<file path="src/fer_params.svh">
`ifndef FER_PARAMS_SVH
`define FER_PARAMS_SVH
// ------------------------------------------------------------
// Register byte offsets
// ------------------------------------------------------------
`define FER_NET_MASK_OFS 16'h0200
`define FER_HOST_MASK_OFS 16'h0204
`define FER_NET_REQ_OFS 16'h0210
`define FER_HOST_REQ_OFS 16'h0220
// ------------------------------------------------------------
// Reset values
// ------------------------------------------------------------
`define FER_NET_MASK_RST 16'h0000
`define FER_HOST_MASK_RST 32'h00ff_ff0f
// ------------------------------------------------------------
// Field positions
// ------------------------------------------------------------
`define FER_NET_LATCH_BIT 0
`define FER_NET_DL_BIT 2
`define FER_NET_AL_BIT 3
`define FER_NET_CHAN_LSB 4
`define FER_HOST_CHAN_LSB 8
`endif

</file>
<file path="src/fer_pkg.sv">
`default_nettype none
package fer_pkg;
  typedef logic [15:0] fer_addr_type;
  typedef logic [7:0] fer_byte_type;
  typedef logic [15:0] fer_net_word_type;
  typedef logic [31:0] fer_host_word_type;
  // Which register a byte address hits
  typedef enum logic [2:0] {
    FER_SEL_NONE = 3'b000,
    FER_SEL_NET_MASK = 3'b001,
    FER_SEL_HOST_MASK = 3'b010,
    FER_SEL_NET_REQ = 3'b011,
    FER_SEL_HOST_REQ = 3'b100
  } fer_sel_type;
endpackage : fer_pkg
`default_nettype wire

</file>
<file path="src/fer_top.sv">
`include "fer_params.svh"
`default_nettype none
module fer_top #(
  parameter int CHANNELS = 8
) (
  input wire logic ref_clk,
  input wire logic nrst,
  input wire logic [CHANNELS-1:0] chan_status,
  input wire logic [2*CHANNELS-1:0] chan_irq_flags,
  input wire logic al_status_changed,
  input wire logic dl_status_changed,
  input wire logic net_al_status_read,
  input wire logic net_dl_status_read,
  input wire logic net_latch_times_read,
  input wire logic latch_status_idle,
  input wire logic time_latch_zero,
  input wire logic time_latch_one,
  input wire logic net_rd_stb,
  input wire logic net_wr_stb,
  input wire logic [15:0] net_addr,
  input wire logic [7:0] net_wr_data,
  output logic [7:0] net_rd_data,
  input wire logic host_rd_stb,
  input wire logic host_wr_stb,
  input wire logic [15:0] host_addr,
  input wire logic [7:0] host_wr_data,
  output logic [7:0] host_rd_data,
  output logic [15:0] frame_event_field,
  output logic host_irq
);
  // ------------------------------------------------------------
  // Address decode
  // ------------------------------------------------------------
  function automatic fer_pkg::fer_sel_type sel_of(input fer_pkg::fer_addr_type a);
    if (a[15:1] == `FER_NET_MASK_OFS >> 1) begin
      return fer_pkg::FER_SEL_NET_MASK;
    end else if (a[15:2] == `FER_HOST_MASK_OFS >> 2) begin
      return fer_pkg::FER_SEL_HOST_MASK;
    end else if (a[15:1] == `FER_NET_REQ_OFS >> 1) begin
      return fer_pkg::FER_SEL_NET_REQ;
    end else if (a[15:2] == `FER_HOST_REQ_OFS >> 2) begin
      return fer_pkg::FER_SEL_HOST_REQ;
    end
    return fer_pkg::FER_SEL_NONE;
  endfunction : sel_of

  // Byte lane n of a 32-bit value, lowest address = LSB
  function automatic fer_pkg::fer_byte_type lane(input fer_pkg::fer_host_word_type w,
                                                 input logic [1:0] n);
    return w[8*n +: 8];
  endfunction : lane

  // Replace byte lane n of a 32-bit value, lowest address = LSB
  function automatic fer_pkg::fer_host_word_type put_lane(input fer_pkg::fer_host_word_type w,
                                                          input logic [1:0] n,
                                                          input fer_pkg::fer_byte_type b);
    fer_pkg::fer_host_word_type r;
    r = w;
    r[8*n +: 8] = b;
    return r;
  endfunction : put_lane

  // ------------------------------------------------------------
  // Latch pin synchronisers
  // ------------------------------------------------------------
  logic [1:0] sync1_q, sync1_d;
  logic [1:0] sync2_q, sync2_d;
  logic [1:0] latch_prev_q, latch_prev_d;
  logic armed_q, armed_d;
  logic latch_edge;

  // Pipeline keeps sampling in reset, so a pin parked high gives no false edge
  always_comb begin
    sync1_d = {time_latch_one, time_latch_zero};
    sync2_d = sync1_q;
    latch_prev_d = sync2_q;
    armed_d = nrst;
    latch_edge = armed_q & (|(sync2_q ^ latch_prev_q));
  end

  always_ff @(posedge ref_clk) begin
    sync1_q <= sync1_d;
    sync2_q <= sync2_d;
    latch_prev_q <= latch_prev_d;
    armed_q <= armed_d;
  end

  // ------------------------------------------------------------
  // Event request and mask registers
  // ------------------------------------------------------------
  logic [CHANNELS-1:0] chan_mirror_q, chan_mirror_d;
  logic [CHANNELS-1:0] chan_irq_q, chan_irq_d;
  logic al_evt_q, al_evt_d;
  logic dl_evt_q, dl_evt_d;
  logic latch_evt_q, latch_evt_d;
  fer_pkg::fer_net_word_type net_mask_q, net_mask_d;
  fer_pkg::fer_host_word_type host_mask_q, host_mask_d;
  fer_pkg::fer_net_word_type net_req;
  fer_pkg::fer_host_word_type host_req;

  always_comb begin
    // Mirrors lag their inputs by one clock
    chan_mirror_d = chan_status;
    for (int n = 0; n < CHANNELS; n++) begin
      chan_irq_d[n] = chan_irq_flags[2*n] | chan_irq_flags[2*n+1];
    end
    // Set beats clear so a change in the read cycle is not lost
    al_evt_d = al_status_changed | (al_evt_q & ~net_al_status_read);
    dl_evt_d = dl_status_changed | (dl_evt_q & ~net_dl_status_read);
    latch_evt_d = latch_edge |
                  (latch_evt_q & ~(net_latch_times_read & latch_status_idle));
    // Network mask takes network writes only
    net_mask_d = net_mask_q;
    if (net_wr_stb && sel_of(net_addr) == fer_pkg::FER_SEL_NET_MASK) begin
      net_mask_d = 16'(put_lane({16'h0000, net_mask_q}, {1'b0, net_addr[0]}, net_wr_data));
    end
    // Host mask takes host writes only
    host_mask_d = host_mask_q;
    if (host_wr_stb && sel_of(host_addr) == fer_pkg::FER_SEL_HOST_MASK) begin
      host_mask_d = put_lane(host_mask_q, host_addr[1:0], host_wr_data);
    end
  end

  always_ff @(posedge ref_clk) begin
    if (!nrst) begin
      chan_mirror_q <= '0;
      chan_irq_q <= '0;
      al_evt_q <= 1'b0;
      dl_evt_q <= 1'b0;
      latch_evt_q <= 1'b0;
      net_mask_q <= `FER_NET_MASK_RST;
      host_mask_q <= `FER_HOST_MASK_RST;
    end else begin
      chan_mirror_q <= chan_mirror_d;
      chan_irq_q <= chan_irq_d;
      al_evt_q <= al_evt_d;
      dl_evt_q <= dl_evt_d;
      latch_evt_q <= latch_evt_d;
      net_mask_q <= net_mask_d;
      host_mask_q <= host_mask_d;
    end
  end

  // Request words; writes never reach these, reserved bits are zero
  always_comb begin
    net_req = 16'h0000;
    net_req[`FER_NET_CHAN_LSB +: CHANNELS] = chan_mirror_q;
    net_req[`FER_NET_AL_BIT] = al_evt_q;
    net_req[`FER_NET_DL_BIT] = dl_evt_q;
    net_req[`FER_NET_LATCH_BIT] = latch_evt_q;
    host_req = 32'h0000_0000;
    host_req[`FER_HOST_CHAN_LSB +: CHANNELS] = chan_irq_q;
  end

  // ------------------------------------------------------------
  // Read ports and outputs
  // ------------------------------------------------------------
  logic [7:0] net_rd_q, net_rd_d;
  logic [7:0] host_rd_q, host_rd_d;
  logic [15:0] frame_q, frame_d;
  logic irq_q, irq_d;

  // Same map from both sides; reads have no side effects
  function automatic fer_pkg::fer_byte_type read_byte(input fer_pkg::fer_addr_type a,
                                                      input fer_pkg::fer_net_word_type nm,
                                                      input fer_pkg::fer_host_word_type hm,
                                                      input fer_pkg::fer_net_word_type nr,
                                                      input fer_pkg::fer_host_word_type hr);
    case (sel_of(a))
      fer_pkg::FER_SEL_NET_MASK: return lane({16'h0000, nm}, {1'b0, a[0]});
      fer_pkg::FER_SEL_HOST_MASK: return lane(hm, a[1:0]);
      fer_pkg::FER_SEL_NET_REQ: return lane({16'h0000, nr}, {1'b0, a[0]});
      fer_pkg::FER_SEL_HOST_REQ: return lane(hr, a[1:0]);
      default: return 8'h00;
    endcase
  endfunction : read_byte

  always_comb begin
    // Read byte holds until the next read strobe
    net_rd_d = net_rd_q;
    if (net_rd_stb) begin
      net_rd_d = read_byte(net_addr, net_mask_q, host_mask_q, net_req, host_req);
    end
    host_rd_d = host_rd_q;
    if (host_rd_stb) begin
      host_rd_d = read_byte(host_addr, net_mask_q, host_mask_q, net_req, host_req);
    end
    frame_d = net_req & net_mask_q;
    irq_d = |(host_req & host_mask_q);
  end

  always_ff @(posedge ref_clk) begin
    if (!nrst) begin
      net_rd_q <= 8'h00;
      host_rd_q <= 8'h00;
      frame_q <= 16'h0000;
      irq_q <= 1'b0;
    end else begin
      net_rd_q <= net_rd_d;
      host_rd_q <= host_rd_d;
      frame_q <= frame_d;
      irq_q <= irq_d;
    end
  end

  assign net_rd_data = net_rd_q;
  assign host_rd_data = host_rd_q;
  assign frame_event_field = frame_q;
  assign host_irq = irq_q;
endmodule : fer_top
`default_nettype wire
</file>
<file path="config.mk">
export PLATFORM = sky130hd
export DESIGN_NAME = fer_top
export DESIGN_NICKNAME = d
export VERILOG_FILES = /design/src/fer_pkg.sv /design/src/fer_top.sv
export VERILOG_INCLUDE_DIRS = /design/src /design/src/src
export SDC_FILE = /design/constraint.sdc
export NUM_CORES = 1
export LEC_CHECK = 0
export BUFFER_PORTS_ARGS = -buffer_cell sky130_fd_sc_hd__clkbuf_2
export CORE_MARGIN = 2
export CORE_UTILIZATION = 58
export CTS_CLUSTER_DIAMETER = 60
export DETAILED_ROUTE_END_ITERATION = 8
export PLACE_DENSITY = 0.9
export SLEW_MARGIN = 20
export SYNTH_ARGS = -nofsm -noshare
export SYNTH_HDL_FRONTEND = slang
export SYNTH_SLANG_ARGS = --single-unit
</file>
<file path="constraint.sdc">
create_clock -name ref_clk -period 5.9 [get_ports ref_clk]
set_clock_uncertainty 0.15 [all_clocks]
set_input_delay 0.59 -clock ref_clk [delete_from_list [all_inputs] [get_ports ref_clk]]
set_output_delay 0.59 -clock ref_clk [all_outputs]
set_load 0.05 [all_outputs]
</file>
==> impl_summary.txt <==
----------------------------------------------------
[GRT]
  Largest net degree at the start of global routing ... 83
  First-pass GRT wire length ... 22.31 mm
  Number of antenna violations at the first check in global routing ... 0
  Vias in the first global route ... between 4k and 5k
  GRT overflow ... 0
  All-layer global routing usage ... 31.49%

[Clocking]
  TritonCTS clock tree ... built
  Clock tree root buffer cell ... clkbuf_8
  Count of buffers added by post-CTS timing repair for setup ... 0
  Quantity of gates resized following cts ... 0
  CTS Hold Bufs ... 0
  Sinks on Clock Net ... between 100 and 150
  Clock-pin slew on the worst setup and hold paths ... approximately 90 ps
  Longest Clk Path Bufs ... 2
  Number of buffers created by CTS ... 9
  Maximum level of the CTS H-tree ... 3
  Clock latency on the worst-skew pair ... 370 ps

[Power and ir drop]
  Leak ... 2.394 nW
  Sequential power share ... 56.6%
  Portion of total power attributed to the clock network ... 32.3%
  Switching power summed over all nets ... 0.3402 mW
  Internal power contribution ... 0.9187 mW
  Maximum resistive drop on vdd ... ~0.16 mV
  Pwr dens ... 224.3 nW/um^2
  Comb power frac ... 11.1%
  Net Sw Frac ... 27.03%

[Yosys]
  Number of distinct library cells after synthesis ... 56
  Async SR Flop Fraction ... 0%
  Warnings from Yosys ... 0
  Mean post-synth cell area ... 8.633 sq um
  Synthesized cell area ... 4895 sq um
  EDFF count, synth ... 0
  Top cells by area in the synthesized netlist ... dfxtp_1 (42%), nand2_1 (6.5%), nand3_1 (5.4%)
  Primary flip-flop cell chosen by synthesis mapping ... dfxtp_1
  Synth Register Bits ... between 100 and 150
  Sequential-to-total area share from yosys stat ... 41.72%
  Post-synth top area share ... a little over two fifths
  Dominant cell type by area after synthesis ... dfxtp_1
  Cell count after synthesis ... 567

[Final layout]
  Post-layout instance count excluding filler cells ... 764
  Number of nets in the layout ... roughly 750
  Number of inserted filler cells in the final layout ... 684
  Layout overhead on the synthesized area ... 14.65%
  Share of post-route cells with drive strength above 1 ... 24.58%
  Commonest non-fill, non-tap cell in the layout ... clkbuf_2
  # diodes ... 0
  Commonest cells after routing, fill and taps aside ... clkbuf_2 (113), dfxtp_1 (102), nand2_1 (85), nand3_1 (53), o21ai_0 (37)

[STA]
  Max-slew headroom ... roughly two fifths
  Final WS setup ... 3061 ps
  Final hold viol count ... 0
  Period utilisation layout ... about half
  RSZ-0062 raised after global routing ... false
  Final worst hold slack ... around 160 ps
  Post-layout minimum cycle time ... 2839 ps
  Worst-margin pin slew ... 895.0 ps
  Setup TNS after final layout ... 0 ps
  Maximum frequency from static timing analysis ... 352.2 MHz
  Number of max-slew violations in the final report ... 0
  Setup-failing EPs final ... 0

[Worst setup path]
  Maximum fanout along the worst path ... 41
  Type of element capturing the critical path ... register
  Startpoint type of the worst setup path ... input pin
  Worst path arrival time ... 3000 ps
  Critical Setup Path Class ... input pin to register
  Data required time of the critical path ... 6060 ps

[Detailed routing]
  Post-detailed-route DRC marker count ... 0
  Total number of vias ... around 4.7k
  Routed via count divided by cell count ... between 6 and 7
  Average routed wire per standard cell ... roughly 18 um
  Iteration-0 DRC Markers ... 263
  Residual antenna-violating net count after detailed routing ... 0
  Router iterations before antenna repair ... 6
  Final wirelength ... 13.71 mm

[Place]
  Input/output buffers ... 113
  Post-detailed-placement half-perimeter wirelength ... 10.23 mm
  Number of instances in the placed design ... roughly 750
  Final GP Congestion ... 0.9532
  Post-placement setup slack ... 2745 ps

[Die]
  Die H ... 95.87 um
  Number of standard-cell rows in the floorplan ... 33
  Die X ... 95.87 um
  Area of the core ... between 8000 and 9000 sq um
  Die outline area ... 9190 sq um
  Effective utilization at floorplan ... 59.57%
  I/O pin count ... 119

[Worst hold path]
  Worst hold-check path type ... input pin to register

[Outcome]
  Result of the run ... finished clean

[Job]
  # Max-Cap Violations ... 0

----------------------------------------------------
## worst max-delay path, stage by stage
cell and delay [ps]:
clkbuf_2 70, buf_4 430, inv_1 390, ha_1 440
nor3b_1 740, nand4_1 200, nand3_1 130
## sequential cells by signal (all words and copies together) (netlist names)
register,count
al_evt_q,1
armed_q,1
chan_irq_q,8
chan_mirror_q,8
dl_evt_q,1
frame_event_field,11
host_irq,1
host_mask_q,32
host_rd_data,8
latch_evt_q,1
latch_prev_d,2
latch_prev_q,2
net_mask_q,16
net_rd_data,8
sync1_q,2
## Yosys cell counts, drive strengths merged (3+ instances only)
cell / number
a22oi: 12
a221oi: 8
nor2: 25
nor4: 8
and2: 15
ha: 5
a21oi: 27
inv: 5
a31o: 4
nand3: 53
nor2b: 8
a21boi: 4
or4: 6
mux2: 9
o211ai: 4
o21ai: 37
mux2i: 24
dfxtp: 102
a211oi: 3
and4: 3
a311oi: 3
buf: 14
clkbuf: 30
mux4: 6
xor2: 3
and3: 15
o31ai: 8
nor3b: 3
nand2: 85
nand4: 17
## cells by family (layout without fill, tap and decap cells)
| group | after synthesis | in the layout | share of synthesized area [%] |
|---|---|---|---|
| buf+inv | 50 | 138 | 4.678 |
| fa+ha+maj | 5 | 5 | 1.278 |
| flops | 102 | 102 | 41.72 |
| other cells | 1 | 5 | 0.07661 |
| simple gates | 250 | 250 | 26.61 |
| xor+xnor | 3 | 3 | 0.5369 |
| mux | 39 | 39 | 9.739 |
| compound gates | 117 | 117 | 15.36 |
## routing by layer
metal	vias up	track usage, %	part of all wire, %
met1	2210	39.17	39
met5	-	0	0
met4	0	14.05	3.7
met3	54	6.030	7.5
li1	2225	-	-
met2	244	52.97	49
## worst paths after layout
path,cells after the start,endpoint,from,slack (ps)
setup / recovery,7,host_mask_q[17],host_addr[0],3060
hold / removal,1,sync1_q[0],time_latch_zero,160
setup reg to reg,4,host_rd_data[0],net_mask_q[0],4280
hold reg to reg,0,latch_prev_d[1],sync1_q[1],190
## layout make-up
cell class,instances,area (sq um),area share [%]
Tap cell,105,131.4,2.341
Multi-Input combinational cell,419,2651,47.25
Clock buffer,11,141.4,2.520
Inverter,6,22.52,0.4013
Clock inverter,5,35.03,0.6243
Timing Repair Buffer,116,588.1,10.48
Sequential cell,102,2042,36.39
## power groups by stage
stage	sequential (mW)	combinational (mW)	clock [mW]
4_1_cts	0.712	0.138	0.413
6_report	0.712	0.140	0.407
3_3_place_gp	0.728	0.133	0
2_1_floorplan	0.729	0.0828	0
5_1_grt	0.713	0.152	0.435
3_5_place_dp	0.728	0.137	0
## stage by stage
step | util [%] | cell area (sq um) | power (mW)
6_report | 68.30 | 5612 | 1.259
5_1_grt | 68.30 | 5612 | 1.300
4_1_cts | 68.22 | 5605 | 1.262
3_5_place_dp | 66.07 | 5429 | 0.8647
3_3_place_gp | 66.07 | 5429 | 0.8602
2_1_floorplan | - | 4910 | 0.8123
No activity file was read; power rests on OpenSTA's default activity.
